### src/hpp_map.svh
`ifndef HPP_MAP_SVH
`define HPP_MAP_SVH

// number of clock output drivers gated by this block
`define HPP_CLK_OUT_N 12
// width of the pin sample vector
`define HPP_PIN_W 8
// pin sample reset values: sclk, sda, a1, a0_cs, sel, pdn_n, rst_n, oe_dis
`define HPP_PIN_RST 8'hDE
// mode captured by a plain i_rst, strap pulled high
`define HPP_MODE_RST HPP_MODE_I2C
// core reset edges after i_rst, outlasting the filter latency
`define HPP_BOOT_CYC 3'h5
// drive levels
`define HPP_DRIVE_LOW 1'h0
`define HPP_IRQ_IDLE 1'h1

`endif

### src/hpp_pkg.sv
package hpp_pkg;

	// host port personality, caught while reset is in effect
	typedef enum logic [1:0] {
		HPP_MODE_I2C,
		HPP_MODE_SPI3,
		HPP_MODE_SPI4
	} hpp_mode_t;

	// synchronised view of the pins, msb first
	typedef struct packed {
		logic sclk;
		logic sda;
		logic a1;
		logic a0_cs;
		logic iface_sel;
		logic pdn_n;
		logic rst_n;
		logic oe_dis;
	} hpp_pins_t;

	// decoded host port state handed to the serial engine
	typedef struct packed {
		logic is_i2c;
		logic four_wire;
		logic sclk_level;
		logic sclk_rise;
		logic sclk_fall;
		logic data_in;
		logic cs_active;
		logic addr1;
		logic addr0;
	} hpp_port_t;

endpackage

### src/hpp_sync.sv
`timescale 1ns/100ps
`default_nettype none

// three-stage synchroniser with a two-stage agreement filter
module hpp_sync #(
	parameter int            W       = 8,
	parameter logic [W-1:0]  RST_VAL = '1
) (
	input  wire logic         i_clk,
	input  wire logic         i_rst,
	input  wire logic [W-1:0] i_async,
	output logic      [W-1:0] o_sync
);

	logic [W-1:0] ff1;         // metastable stage, read by ff2 only
	logic [W-1:0] ff2;         // second stage
	logic [W-1:0] ff3;         // third stage
	logic [W-1:0] stable;      // accepted level
	logic [W-1:0] agree;       // stage two and three match
	logic [W-1:0] next_stable; // accepted level, next

	// a bit moves only once stages two and three agree
	always_comb begin
		agree       = ~(ff2 ^ ff3);
		next_stable = (stable & ~agree) | (ff3 & agree);
	end

	// register stages; reset to the pulled levels
	always_ff @(posedge i_clk) begin
		if (i_rst) begin
			ff1    <= RST_VAL;
			ff2    <= RST_VAL;
			ff3    <= RST_VAL;
			stable <= RST_VAL;
		end else begin
			ff1    <= i_async;
			ff2    <= ff1;
			ff3    <= ff2;
			stable <= next_stable;
		end
	end

	assign o_sync = stable;

endmodule

`default_nettype wire

### src/hpp_pins.sv
// Operation
// - strap high selects I2C, low SPI
// - undriven strap defaults to I2C
// - data pin SDA, SDIO, or input SDI
// - second pin address bit1 or data out
// - third pin is address bit0 in I2C
// - SPI third pin is active-low chip select
// - interrupt low after any status change
// - power-down low enters low power mode
// - reset low performs power-on reset
// - reset restores registers to defaults
// - clock outputs disabled during reset
// - output-disable high disables all outputs; here it gates only the clock driver enables
// - unconnected output-disable keeps outputs enabled
`timescale 1ns/100ps
`default_nettype none
`include "hpp_map.svh"

module hpp_pins
	import hpp_pkg::*;
#(
	parameter int N_CLK_OUT = `HPP_CLK_OUT_N
) (
	input  wire logic                 i_clk,
	input  wire logic                 i_rst,
	input  wire logic                 i_iface_sel_i2c,
	input  wire logic                 i_serial_clk,
	input  wire logic                 i_serial_data_pin,
	output logic                      o_serial_data_pin,
	output logic                      o_serial_data_pin_oe,
	input  wire logic                 i_addr_bit1_or_data_out_pin,
	output logic                      o_addr_bit1_or_data_out_pin,
	output logic                      o_addr_bit1_or_data_out_pin_oe,
	input  wire logic                 i_addr_bit0_or_chip_select_n_pin,
	input  wire logic                 i_power_down_n,
	input  wire logic                 i_device_reset_n,
	input  wire logic                 i_all_outputs_disable,
	output logic                      o_status_change_irq_n,
	input  wire logic                 i_spi_four_wire,
	input  wire logic                 i_tx_bit,
	input  wire logic                 i_tx_en,
	input  wire logic                 i_status_event,
	input  wire logic                 i_status_clear,
	output hpp_port_t                 o_port,
	output logic                      o_low_power,
	output logic                      o_core_reset,
	output logic      [N_CLK_OUT-1:0] o_clk_out_en
);

	logic [`HPP_PIN_W-1:0] pin_raw;   // raw pin levels
	logic [`HPP_PIN_W-1:0] pin_sync;  // filtered pin levels
	hpp_pins_t             pins_s;    // filtered levels by name
	logic                  core_rst;  // device reset in effect
	logic                  cs_act;    // spi chip select asserted

	hpp_mode_t             mode;      // captured personality
	hpp_mode_t             next_mode; // personality, next
	logic                  sclk_prev; // last filtered serial clock
	hpp_port_t             next_port; // engine view, next
	logic [2:0]            boot_cnt;      // filter warm-up after i_rst
	logic [2:0]            next_boot_cnt; // warm-up, next

	logic                  next_sda;     // data pin level, next
	logic                  next_sda_oe;  // data pin enable, next
	logic                  next_a1;      // second pin level, next
	logic                  next_a1_oe;   // second pin enable, next
	logic                  next_irq_n;   // interrupt pin, next
	logic                  next_low_pwr; // low power flag, next
	logic                  next_core_rst;
	logic [N_CLK_OUT-1:0]  next_clk_en;  // clock driver enables

	// gather every outside level; the serial clock is only sampled
	always_comb begin
		pin_raw = {i_serial_clk,
			i_serial_data_pin,
			i_addr_bit1_or_data_out_pin,
			i_addr_bit0_or_chip_select_n_pin,
			i_iface_sel_i2c,
			i_power_down_n,
			i_device_reset_n,
			i_all_outputs_disable};
	end

	// all pins cross through the filter; reset values model pulls
	hpp_sync #(
		.W       (`HPP_PIN_W),
		.RST_VAL (`HPP_PIN_RST)
	) u_sync (
		.i_clk   (i_clk),
		.i_rst   (i_rst),
		.i_async (pin_raw),
		.o_sync  (pin_sync)
	);

	assign pins_s = hpp_pins_t'(pin_sync);

	// reset pin acts only once filtered, so a glitch cannot fire it
	// held through filter warm-up so a low strap is caught at power-up
	assign core_rst = i_rst | ~pins_s.rst_n
		| (boot_cnt != 3'h0);

	// chip select is meaningful only outside I2C
	assign cs_act = (mode != HPP_MODE_I2C) & ~pins_s.a0_cs;

	// personality follows the strap only while reset is in effect,
	// so a strap wiggle during traffic cannot flip the port
	always_comb begin
		next_mode = mode;
		next_boot_cnt = (boot_cnt == 3'h0) ? 3'h0 : boot_cnt - 3'h1;
		if (core_rst) begin
			if (pins_s.iface_sel) begin
				next_mode = HPP_MODE_I2C;
			end else if (i_spi_four_wire) begin
				next_mode = HPP_MODE_SPI4;
			end else begin
				next_mode = HPP_MODE_SPI3;
			end
		end
	end

	// mode register; plain reset means a pulled-high strap
	always_ff @(posedge i_clk) begin
		if (i_rst) begin
			mode     <= `HPP_MODE_RST;
			boot_cnt <= `HPP_BOOT_CYC;
		end else begin
			mode     <= next_mode;
			boot_cnt <= next_boot_cnt;
		end
	end

	// pin roles per personality
	always_comb begin
		next_sda    = `HPP_DRIVE_LOW;
		next_sda_oe = 1'h0;
		next_a1     = i_tx_bit;
		next_a1_oe  = 1'h0;
		if (!core_rst) begin
			case (mode)
				HPP_MODE_I2C: begin
					// open drain: only ever pull low
					next_sda_oe = i_tx_en & ~i_tx_bit;
				end
				HPP_MODE_SPI3: begin
					// sdio turns round under chip select
					next_sda    = i_tx_bit;
					next_sda_oe = i_tx_en & cs_act;
				end
				HPP_MODE_SPI4: begin
					// data pin stays input, second pin drives
					next_a1_oe  = i_tx_en & cs_act;
				end
				default: begin
					next_sda_oe = 1'h0;
				end
			endcase
		end
	end

	// decoded view for the serial engine
	always_comb begin
		next_port            = '0;
		next_port.is_i2c     = (mode == HPP_MODE_I2C);
		next_port.four_wire  = (mode == HPP_MODE_SPI4);
		next_port.sclk_level = pins_s.sclk;
		next_port.sclk_rise  = pins_s.sclk & ~sclk_prev;
		next_port.sclk_fall  = ~pins_s.sclk & sclk_prev;
		next_port.data_in    = pins_s.sda;
		next_port.cs_active  = cs_act;
		// address straps read as zero outside I2C
		next_port.addr1 = next_port.is_i2c & pins_s.a1;
		next_port.addr0 = next_port.is_i2c & pins_s.a0_cs;
	end

	// control and status outputs
	always_comb begin
		// set beats clear, so a late event is never lost
		next_irq_n = o_status_change_irq_n;
		if (core_rst) begin
			next_irq_n = `HPP_IRQ_IDLE;
		end else if (i_status_event) begin
			next_irq_n = `HPP_DRIVE_LOW;
		end else if (i_status_clear) begin
			next_irq_n = `HPP_IRQ_IDLE;
		end
		next_low_pwr  = ~pins_s.pdn_n;
		next_core_rst = core_rst;
		// drivers off in reset, low power, or when disabled
		if (core_rst | pins_s.oe_dis | ~pins_s.pdn_n) begin
			next_clk_en = '0;
		end else begin
			next_clk_en = '1;
		end
	end

	// output registers; every output leaves from a flop
	always_ff @(posedge i_clk) begin
		if (i_rst) begin
			sclk_prev                      <= 1'h1;
			o_port                         <= '0;
			o_serial_data_pin              <= `HPP_DRIVE_LOW;
			o_serial_data_pin_oe           <= 1'h0;
			o_addr_bit1_or_data_out_pin    <= `HPP_DRIVE_LOW;
			o_addr_bit1_or_data_out_pin_oe <= 1'h0;
			o_status_change_irq_n          <= `HPP_IRQ_IDLE;
			o_low_power                    <= 1'h0;
			o_core_reset                   <= 1'h1;
			o_clk_out_en                   <= '0;
		end else begin
			sclk_prev                      <= pins_s.sclk;
			o_port                         <= next_port;
			o_serial_data_pin              <= next_sda;
			o_serial_data_pin_oe           <= next_sda_oe;
			o_addr_bit1_or_data_out_pin    <= next_a1;
			o_addr_bit1_or_data_out_pin_oe <= next_a1_oe;
			o_status_change_irq_n          <= next_irq_n;
			o_low_power                    <= next_low_pwr;
			o_core_reset                   <= next_core_rst;
			o_clk_out_en                   <= next_clk_en;
		end
	end

	// strap sampled in reset decides the personality
	property p_mode_sel;
		@(posedge i_clk) disable iff (i_rst)
		core_rst |=> (mode == HPP_MODE_I2C) == $past(pins_s.iface_sel);
	endproperty
	a_mode_sel: assert property (p_mode_sel)
		else $error("mode does not follow strap");

	// plain reset leaves the port in I2C
	property p_mode_dflt;
		@(posedge i_clk)
		i_rst ##1 !i_rst |-> mode == HPP_MODE_I2C;
	endproperty
	a_mode_dflt: assert property (p_mode_dflt)
		else $error("mode not I2C after reset");

	// sdio drives the engine bit under chip select
	property p_sdio;
		@(posedge i_clk) disable iff (i_rst)
		(mode == HPP_MODE_SPI3 && cs_act && i_tx_en && !core_rst)
		|=> o_serial_data_pin_oe && o_serial_data_pin == $past(i_tx_bit);
	endproperty
	a_sdio: assert property (p_sdio)
		else $error("sdio not driven");

	// 4-wire data pin is never driven
	property p_sdi_in;
		@(posedge i_clk) disable iff (i_rst)
		mode == HPP_MODE_SPI4 |=> !o_serial_data_pin_oe;
	endproperty
	a_sdi_in: assert property (p_sdi_in)
		else $error("sdi driven");

	// second pin only drives in 4-wire
	property p_a1_role;
		@(posedge i_clk) disable iff (i_rst)
		mode != HPP_MODE_SPI4 |=> !o_addr_bit1_or_data_out_pin_oe;
	endproperty
	a_a1_role: assert property (p_a1_role)
		else $error("address pin driven");

	// address bit0 follows the pin in I2C
	property p_addr0;
		@(posedge i_clk) disable iff (i_rst)
		mode == HPP_MODE_I2C ##1 mode == HPP_MODE_I2C
		|-> o_port.addr0 == $past(pins_s.a0_cs);
	endproperty
	a_addr0: assert property (p_addr0)
		else $error("addr0 wrong");

	// deselected spi never drives either pin
	property p_cs_off;
		@(posedge i_clk) disable iff (i_rst)
		(mode != HPP_MODE_I2C && pins_s.a0_cs) |=>
		!o_serial_data_pin_oe && !o_addr_bit1_or_data_out_pin_oe;
	endproperty
	a_cs_off: assert property (p_cs_off)
		else $error("driven while deselected");

	// an event pulls the interrupt low on the next cycle
	property p_irq;
		@(posedge i_clk) disable iff (i_rst)
		(i_status_event && !core_rst) |=> !o_status_change_irq_n;
	endproperty
	a_irq: assert property (p_irq)
		else $error("interrupt not asserted");

	// filtered power-down low gives low power and no clocks
	property p_pdn;
		@(posedge i_clk) disable iff (i_rst)
		!pins_s.pdn_n |=> o_low_power && o_clk_out_en == '0;
	endproperty
	a_pdn: assert property (p_pdn)
		else $error("power down ignored");

	// reset pin held low four cycles puts core in reset
	property p_rst_pin;
		@(posedge i_clk) disable iff (i_rst)
		!i_device_reset_n [*4] |=> core_rst;
	endproperty
	a_rst_pin: assert property (p_rst_pin)
		else $error("reset pin not seen");

	// register defaults requested through the core reset
	property p_core_rst;
		@(posedge i_clk) disable iff (i_rst)
		core_rst |=> o_core_reset && o_clk_out_en == '0;
	endproperty
	a_core_rst: assert property (p_core_rst)
		else $error("reset not propagated");

	// disable high shuts the drivers
	property p_oe_dis;
		@(posedge i_clk) disable iff (i_rst)
		pins_s.oe_dis |=> o_clk_out_en == '0;
	endproperty
	a_oe_dis: assert property (p_oe_dis)
		else $error("outputs not disabled");

	// disable low and running keeps drivers on
	property p_oe_on;
		@(posedge i_clk) disable iff (i_rst)
		(!pins_s.oe_dis && pins_s.pdn_n && !core_rst)
		|=> o_clk_out_en == '1;
	endproperty
	a_oe_on: assert property (p_oe_on)
		else $error("outputs not enabled");

endmodule

`default_nettype wire

### config.mk
export PLATFORM = sky130hd
export DESIGN_NAME = hpp_pins
export DESIGN_NICKNAME = d
export VERILOG_FILES = /design/src/hpp_pkg.sv /design/src/hpp_sync.sv /design/src/hpp_pins.sv
export VERILOG_INCLUDE_DIRS = /design/src
export SDC_FILE = /design/constraint.sdc
export NUM_CORES = 1
export LEC_CHECK = 0
export ABC_AREA = 1
export BUFFER_PORTS_ARGS = -buffer_cell sky130_fd_sc_hd__clkbuf_2
export CORE_MARGIN = 2
export CORE_UTILIZATION = 45
export CTS_CLUSTER_SIZE = 10
export DETAILED_ROUTE_END_ITERATION = 12
export PLACE_DENSITY = 0.79
export SLEW_MARGIN = 15
export SYNTH_ARGS = -nofsm -noshare
export SYNTH_HDL_FRONTEND = slang
export SYNTH_SLANG_ARGS = --single-unit
### constraint.sdc
create_clock -name i_clk -period 1.3 [get_ports i_clk]
set_clock_uncertainty 0.1 [all_clocks]
set_input_delay 0.26 -clock i_clk [delete_from_list [all_inputs] [get_ports i_clk]]
set_output_delay 0.26 -clock i_clk [all_outputs]
set_load 0.005 [all_outputs]
==> key figures, run 1 <==
Status
  – Result of the run: completed

Clock tree
  – Clk sinks: between 50 and 60
  – CTS max path bufs: 2
  – Worst-Skew Late Latency: around 0.30 ns
  – CTS HTree Levels: 2
  – CTS tree: done
  – Hold-fix buffers, CTS: 0
  – Number of CTS-inserted buffers: 5
  – Cell at the root of the clock tree: sky130_fd_sc_hd__clkbuf_8
  – Clock-pin slew of the registers on the worst-case setup and hold paths: 0.08 ns

Global routing
  – GRT Residual Overflow: 0
  – Overall fraction of global-route tracks in use: between 10% and 20%
  – Maximum number of pins on one net before global-route repair: 32
  – Vias in the first global route: approximately 980
  – Global-route wire length before repair: approximately 4.1 mm
  – Initial antenna violation count: 0

Routing
  – Number of antenna-violating nets in the routed design: 0
  – First-pass detailed-route iteration total: 4
  – Via density per instance: 4.44
  – Drt wl/cell: roughly 9.4 um
  – DRT Wirelength: about 2.6 mm
  – Remaining design rule violation count: 0
  – Detailed Route Iter0 Violations: 62
  – Vias: between 1k and 1.5k

Die
  – Floorplan die height: roughly 66 um
  – Chip Width: ~66 um
  – I/O pin total: 43
  – Die ar.: 4420 um2
  – Num rows: 22
  – Starting density of the core: a little under half
  – Placeable core region: approximately 3700 um2

Worst setup path
  – Critical path launch point type: flop
  – Slowest cell on the critical path: sky130_fd_sc_hd__dfxtp_2
  – Worst reg2reg setup slack: 0.03 ns
  – Maximum fanout count along the critical path: 7
  – Signal arrival time at the worst endpoint: 1.37 ns
  – CP top delay family: flip-flops
  – Required time of the critical path: around 1.4 ns
  – Cell-by-cell listing of the critical path: inv_2 -> ha_4 -> ha_4 -> nand2_2 -> inv_2 -> nand2_4 -> nand2_2 -> o21ai_2 -> inv_1
  – Largest stage delay on the critical path: between 0.3 and 0.4 ns
  – Type of destination of the critical path: flop
  – CP Class: reg -> reg
  – Count of buffering cells on the critical path with inverters included: 3

Yosys
  – Simple-Gate Fraction of Synth Area: between 10% and 20%
  – Compound-cell area share of the yosys netlist: 5.98%
  – Post-synthesis instance area: 1760 um2
  – Cells after synthesis: ~180
  – Syn Area/Cell: 9.60 um2
  – Post-synthesis adder-cell area fraction: 2.14%
  – Seq cells post-synth: 55
  – Multiplexer fraction of the synthesized cell area: 0%
  – Synthesis Warnings: 0
  – Share of the synthesized netlist area taken by xor and xnor gates: 0%
  – Net count of the mapped netlist: between 200 and 250
  – Share of synthesized area occupied by flip-flops and latches: a little over three fifths
  – Yosys cell types: 20
  – Combinational family with the most area after synthesis: simple AND/OR/NAND/NOR gates

Finish
  – Count of fill cells added during filler insertion: approximately 330
  – Fin nets: about 240
  – Final instance count without filler cells: 270
  – Layout cell share with drive strength beyond 1: about two fifths
  – Number of diodes added for antenna fixing: 0
  – Footprint of the multi-input gates: approximately 500 um2
  – Layout-stage area growth over the synthesis result: 19.1%
  – Register area: 1100 um2

Timing
  – Final critical-path setup slack: 0.0265 ns
  – Endpoints failing hold: 0
  – Number of setup violations in the final report: 0
  – Post-Route Setup TNS: 0 ns
  – Fmax: between 700 and 800 MHz
  – Max transition margin: a little under nine tenths
  – Pin slew with the least headroom to its limit: 0.205 ns
  – Hold slack final: approximately 0.036 ns
  – Setup repair after global routing missed its margin: true
  – Fin. max-slew vios: 0
  – Period Utilization, post-route: a little over nine tenths
  – Post-layout minimum cycle time: 1.27 ns

Place
  – Count of buffers from port buffering: 42
  – Cells after DPL: 263
  – DPL Wire Length: 1.76 mm
  – Final RePlAce weighted congestion: between 0.7 and 0.8
  – Setup WS pre-CTS: -0.0460 ns

Power and ir drop
  – Design Power: roughly 2.8 mW
  – Leakage power summed over all cells: a little under 1 nW
  – Power density cells: 1320 nW/um2
  – Worst vdd ir: around 0.00076 V

Flow run
  – Number of max-cap violations: 0

Hold path
  – Path category of the worst min-delay check: in -> reg
==> routing by layer <==
metal | vias to the layer above | share of wire, % | track usage, %
met4 | 0 | 1.8 | 6.38
met2 | 42 | 45 | 20.3
met3 | 6 | 9.0 | 6.76
met1 | 526 | 44 | 14.1
met5 | - | 0 | 0
li1 | 626 | - | -
==> layout by cell type (no fill, tap or decap), types with 5 or more instances in the layout <==
cell type                  count
sky130_fd_sc_hd__dfxtp_1      52
sky130_fd_sc_hd__clkbuf_8      5
sky130_fd_sc_hd__inv_2         5
sky130_fd_sc_hd__inv_1        19
sky130_fd_sc_hd__nor3_1        6
sky130_fd_sc_hd__or2_2        17
sky130_fd_sc_hd__nand2_1      16
sky130_fd_sc_hd__clkbuf_2     42
sky130_fd_sc_hd__buf_4         5
sky130_fd_sc_hd__nor2_1       18
sky130_fd_sc_hd__a21oi_1       8
sky130_fd_sc_hd__o21ai_0       8
==> worst reg2reg max path: stages, from the launching register on <==
cell and delay, ns:
sky130_fd_sc_hd__dfxtp_2 0.34, sky130_fd_sc_hd__inv_2 0.04, sky130_fd_sc_hd__ha_4 0.16, sky130_fd_sc_hd__ha_4 0.15, sky130_fd_sc_hd__nand2_2 0.08, sky130_fd_sc_hd__inv_2 0.05, sky130_fd_sc_hd__nand2_4 0.10, sky130_fd_sc_hd__nand2_2 0.06
sky130_fd_sc_hd__o21ai_2 0.05, sky130_fd_sc_hd__inv_1 0.04
==> cell type report <==
| type | count | area share (%) |
|---|---|---|
| flip-flops and latches | 55 | 52.8 |
| inverters | 24 | 4.31 |
| well taps | 48 | 2.87 |
| repair buffers | 48 | 12.8 |
| clock buffers | 6 | 3.47 |
| multi-input cells | 89 | 23.7 |
==> synthesized netlist by cell type <==
library cell / number / area (um2)
sky130_fd_sc_hd__ha_1: 3 / 37.5
sky130_fd_sc_hd__nand2_1: 18 / 67.6
sky130_fd_sc_hd__o21ai_0: 8 / 40.0
sky130_fd_sc_hd__dfxtp_1: 55 / 1100
sky130_fd_sc_hd__nor3_2: 1 / 10.0
sky130_fd_sc_hd__or2_2: 17 / 106
sky130_fd_sc_hd__clkbuf_2: 1 / 5.00
sky130_fd_sc_hd__nor2_1: 18 / 67.6
sky130_fd_sc_hd__nor3_1: 6 / 30.0
sky130_fd_sc_hd__nand2_2: 1 / 6.26
sky130_fd_sc_hd__inv_1: 22 / 82.6
sky130_fd_sc_hd__buf_4: 13 / 97.6
sky130_fd_sc_hd__o21ai_1: 2 / 10.0
sky130_fd_sc_hd__inv_2: 2 / 7.51
sky130_fd_sc_hd__a21oi_1: 8 / 40.0
sky130_fd_sc_hd__o211ai_1: 2 / 15.0
sky130_fd_sc_hd__or2_1: 1 / 6.26
sky130_fd_sc_hd__nand4_1: 1 / 6.26
sky130_fd_sc_hd__nand3_1: 3 / 15.0
sky130_fd_sc_hd__buf_2: 1 / 5.00
==> power breakdown <==
part / internal, mW / switching (mW)
combinational: 0.0860 / 0.0819
sequential: 1.74 / 0.0226
clock: 0.360 / 0.469
total: 2.18 / 0.574
==> logic make-up after synthesis <==
family / Yosys count
AOI/OAI and AO/OA: 20
adders and majority gates: 3
buffers and inverters: 39
DFF: 55
and+or+nand+nor: 66
==> path summary, 6_finish.rpt <==
path | from | end | cells past startpoint
setup / recovery | boot_cnt[1]$_SDFF_PP0_ | mode[1]$_SDFFE_PP0P_ | 9
hold reg to reg | u_sync.ff1[5]$_SDFF_PP0_ | u_sync.ff2[5]$_SDFF_PP0_ | 2
hold / removal | i_serial_clk | u_sync.ff1[7]$_SDFF_PP1_ | 2
setup reg to reg | boot_cnt[1]$_SDFF_PP0_ | mode[1]$_SDFFE_PP0P_ | 9
==> per-stage QoR <==
stage | utilization [%] | area [um2]
finish | 56.3 | 2090
floorplan | - | 1760
CTS | 55.5 | 2060
detailed placement | 53.2 | 1980
global placement | 53.2 | 1980
global route | 56.3 | 2090
==> what timing repair did <==
| action | CTS | global route |
|---|---|---|
| pin swaps | 0 | 1 |
| setup buffers | 1 | 0 |
| endpoints found under the setup margin | 13 | 9 |
| cloned | 0 | 0 |
| resized for setup | 3 | 8 |
No activity file was read; power rests on OpenSTA's default activity.
==> inputs of run 2 (changes only) <==
--- a/config.mk
+++ b/config.mk
@@ -9,10 +9,10 @@
 export ABC_AREA = 1
 export BUFFER_PORTS_ARGS = -buffer_cell sky130_fd_sc_hd__clkbuf_2
 export CORE_MARGIN = 2
-export CORE_UTILIZATION = 45
+export CORE_UTILIZATION = 51
 export CTS_CLUSTER_SIZE = 10
 export DETAILED_ROUTE_END_ITERATION = 12
-export PLACE_DENSITY = 0.79
+export PLACE_DENSITY = 0.84
 export SLEW_MARGIN = 15
 export SYNTH_ARGS = -nofsm -noshare
 export SYNTH_HDL_FRONTEND = slang
==> constraint.sdc (replaced) <==
create_clock -name i_clk -period 1.4 [get_ports i_clk]
set_clock_uncertainty 0.1 [all_clocks]
set_input_delay 0.28 -clock i_clk [delete_from_list [all_inputs] [get_ports i_clk]]
set_output_delay 0.28 -clock i_clk [all_outputs]
set_load 0.005 [all_outputs]
==> run 2 against run 1 <==
Effect of this change: non-clock buffer count up 6; sequential power down 7%; maximum frequency down 2.9%; critical path type unchanged; largest power group unchanged.
==> key figures, run 2 (synthesis results as in run 1) <==
Routing
  – Drt wl/cell: around 9.5 um
  – Remaining design rule violation count: 0
  – Via density per instance: 4.33
  – Vias: between 1k and 1.5k
  – Detailed Route Iter0 Violations: 69
  – Number of antenna-violating nets in the routed design: 0
  – DRT Wirelength: 2.61 mm
  – First-pass detailed-route iteration total: 4

Timing
  – Fin. max-slew vios: 0
  – Endpoints failing hold: 0
  – Pin slew with the least headroom to its limit: 0.288 ns
  – Max transition margin: 80.8%
  – Setup repair after global routing missed its margin: false
  – Fmax: 763 MHz
  – Period Utilization, post-route: 93.7%
  – Post-layout minimum cycle time: around 1.3 ns
  – Hold slack final: between 0.06 and 0.07 ns
  – Post-Route Setup TNS: 0 ns
  – Number of setup violations in the final report: 0

Worst setup path
  – Count of buffering cells on the critical path with inverters included: 3
  – Path length in cells of the critical path: 9
  – Number of cells on the worst reg-to-reg path: 9
  – Critical R2R Launch: boot_cnt[0]$_SDFF_PP1_
  – Required time of the critical path: 1.59 ns
  – Largest stage delay on the critical path: 0.34 ns
  – Critical path launch point type: flop
  – Signal arrival time at the worst endpoint: approximately 1.5 ns
  – CP top delay family: adder cells
  – Cell-by-cell listing of the critical path: inv_1 -> ha_1 -> ha_2 -> nand2_2 -> inv_2 -> nand2_4 -> nand2_1 -> o21ai_1 -> inv_1
  – Slowest cell on the critical path: sky130_fd_sc_hd__dfxtp_2
  – Maximum fanout count along the critical path: 7
  – Most repeated library cell on the critical path: sky130_fd_sc_hd__inv_1
  – CP Class: reg -> reg
  – Type of destination of the critical path: flop
  – Critical path launch point: boot_cnt[0]$_SDFF_PP1_

Clock tree
  – Worst-Skew Late Latency: 0.37 ns
  – Number of CTS-inserted buffers: 5
  – CTS tree: done
  – Cell at the root of the clock tree: sky130_fd_sc_hd__clkbuf_4
  – CTS max path bufs: 2
  – CTS HTree Levels: 2
  – Clk sinks: 55
  – Clock-pin slew of the registers on the worst-case setup and hold paths: around 0.14 ns
  – Total setup buffers inserted after CTS: 0

Finish
  – Layout-stage area growth over the synthesis result: 21.0%
  – Footprint of the multi-input gates: about 470 um2
  – Layout cell share with drive strength beyond 1: between 30% and 40%
  – Count of fill cells added during filler insertion: roughly 290
  – Most common cell after layout, fill and taps aside: sky130_fd_sc_hd__dfxtp_1
  – Number of diodes added for antenna fixing: 0
  – Fin nets: 247
  – Register area: approximately 1100 um2
  – Leading cell types in the layout, fill and taps excluded: sky130_fd_sc_hd__dfxtp_1 (53), sky130_fd_sc_hd__clkbuf_2 (42), sky130_fd_sc_hd__inv_1 (21)

Status
  – Result of the run: completed

Global routing
  – Global-route wire length before repair: about 4.3 mm
  – Overall fraction of global-route tracks in use: around 14%
  – Vias in the first global route: about 1.1k
  – GRT Residual Overflow: 0
  – Maximum number of pins on one net before global-route repair: 21
  – Initial antenna violation count: 0

Power and ir drop
  – Switching power as a share of total power: a little over a fifth
  – Worst vdd ir: about 0.0007 V
  – Sequential share of power: between 60% and 70%
  – Comb power frac: 6.3%
  – Design Power: 2.53 mW
  – Net Sw Power: approximately 0.53 mW
  – Clock network power share: between 20% and 30%
  – Internal power contribution: between 1.5 and 2 mW
  – Leakage power summed over all cells: about 1.0 nW
  – Power density cells: 1190 nW/um2

Die
  – Chip Width: around 63 um
  – Num rows: 21
  – Floorplan die height: between 60 and 70 um
  – Placeable core region: 3310 um2
  – Starting density of the core: 53.1%
  – Die ar.: around 3900 um2
  – I/O pin total: 43

Hold path
  – Hold wc startpoint: i_tx_bit
  – Worst hold stages: 3
  – Path category of the worst min-delay check: in -> reg

Place
  – Count of buffers from port buffering: 42
  – Final RePlAce weighted congestion: ~0.80
  – DPL Wire Length: 1.82 mm

Flow run
  – Number of max-cap violations: 0
run 2: cell types whose count changed in the layout (fill, tap and decap cells not counted), sizes merged:
cell         change
buf              -3
clkbuf           +2
dlygate4sd3      +9
run 2: final timing paths:
path	to	slack, ns
max	mode[1]$_SDFFE_PP0P_	0.09
min	o_addr_bit1_or_data_out_pin$_SDFF_PP0_	0.06
max reg2reg	mode[1]$_SDFFE_PP0P_	0.09
min reg2reg	u_sync.ff2[5]$_SDFF_PP0_	0.31
run 2: layout make-up:
| class | instances | share of cell area (%) |
|---|---|---|
| Timing Repair Buffer | 54 | 15.8 |
| Multi-Input combinational cell | 89 | 22.0 |
| Tap cell | 46 | 2.71 |
| Clock buffer | 8 | 3.24 |
| Sequential cell | 55 | 52.0 |
| Inverter | 24 | 4.24 |
run 2: stage by stage:
| stage | cells | worst slack (ns) | instance area (um2) | utilization [%] |
|---|---|---|---|---|
| final | 276 | 0.0889 | 2130 | 64.2 |
| after global placement | 259 | 0.0283 | 1950 | 59.0 |
| after global routing | 276 | 0.0173 | 2130 | 64.2 |
| after CTS | 275 | 0.00540 | 2110 | 63.7 |
| after detailed placement | 259 | -0.0151 | 1950 | 59.0 |
| after floorplan | 183 | 0.0636 | 1760 | - |
run 2: repair_timing:
item	4_1_cts	5_1_grt
pin swaps	0	1
endpoints found under the hold margin	8	1
setup endpoints to repair	13	14
resized for setup	3	4
hold buffers	8	1
run 2: power groups by stage:
stage | combinational, mW | sequential [mW] | clock (mW)
floorplan | 0.0886 | 1.67 | 0
global placement | 0.132 | 1.67 | 0
detailed placement | 0.137 | 1.67 | 0
CTS | 0.156 | 1.63 | 0.763
global route | 0.179 | 1.64 | 0.837
finish | 0.158 | 1.63 | 0.735
run 2: layer usage:
layer,vias up,GRT usage (%),wire (um)
li1,642,-,-
met1,510,15.6,1110
met2,37,24.2,1280
met3,5,5.95,171
met4,0,6.67,45
met5,-,0,0
run 2: worst min-delay path, delay by kind of cell:
kind	cells	cell delay, ns
buffers and inverters	2	0.13
AND/OR/NAND/NOR	1	0.09
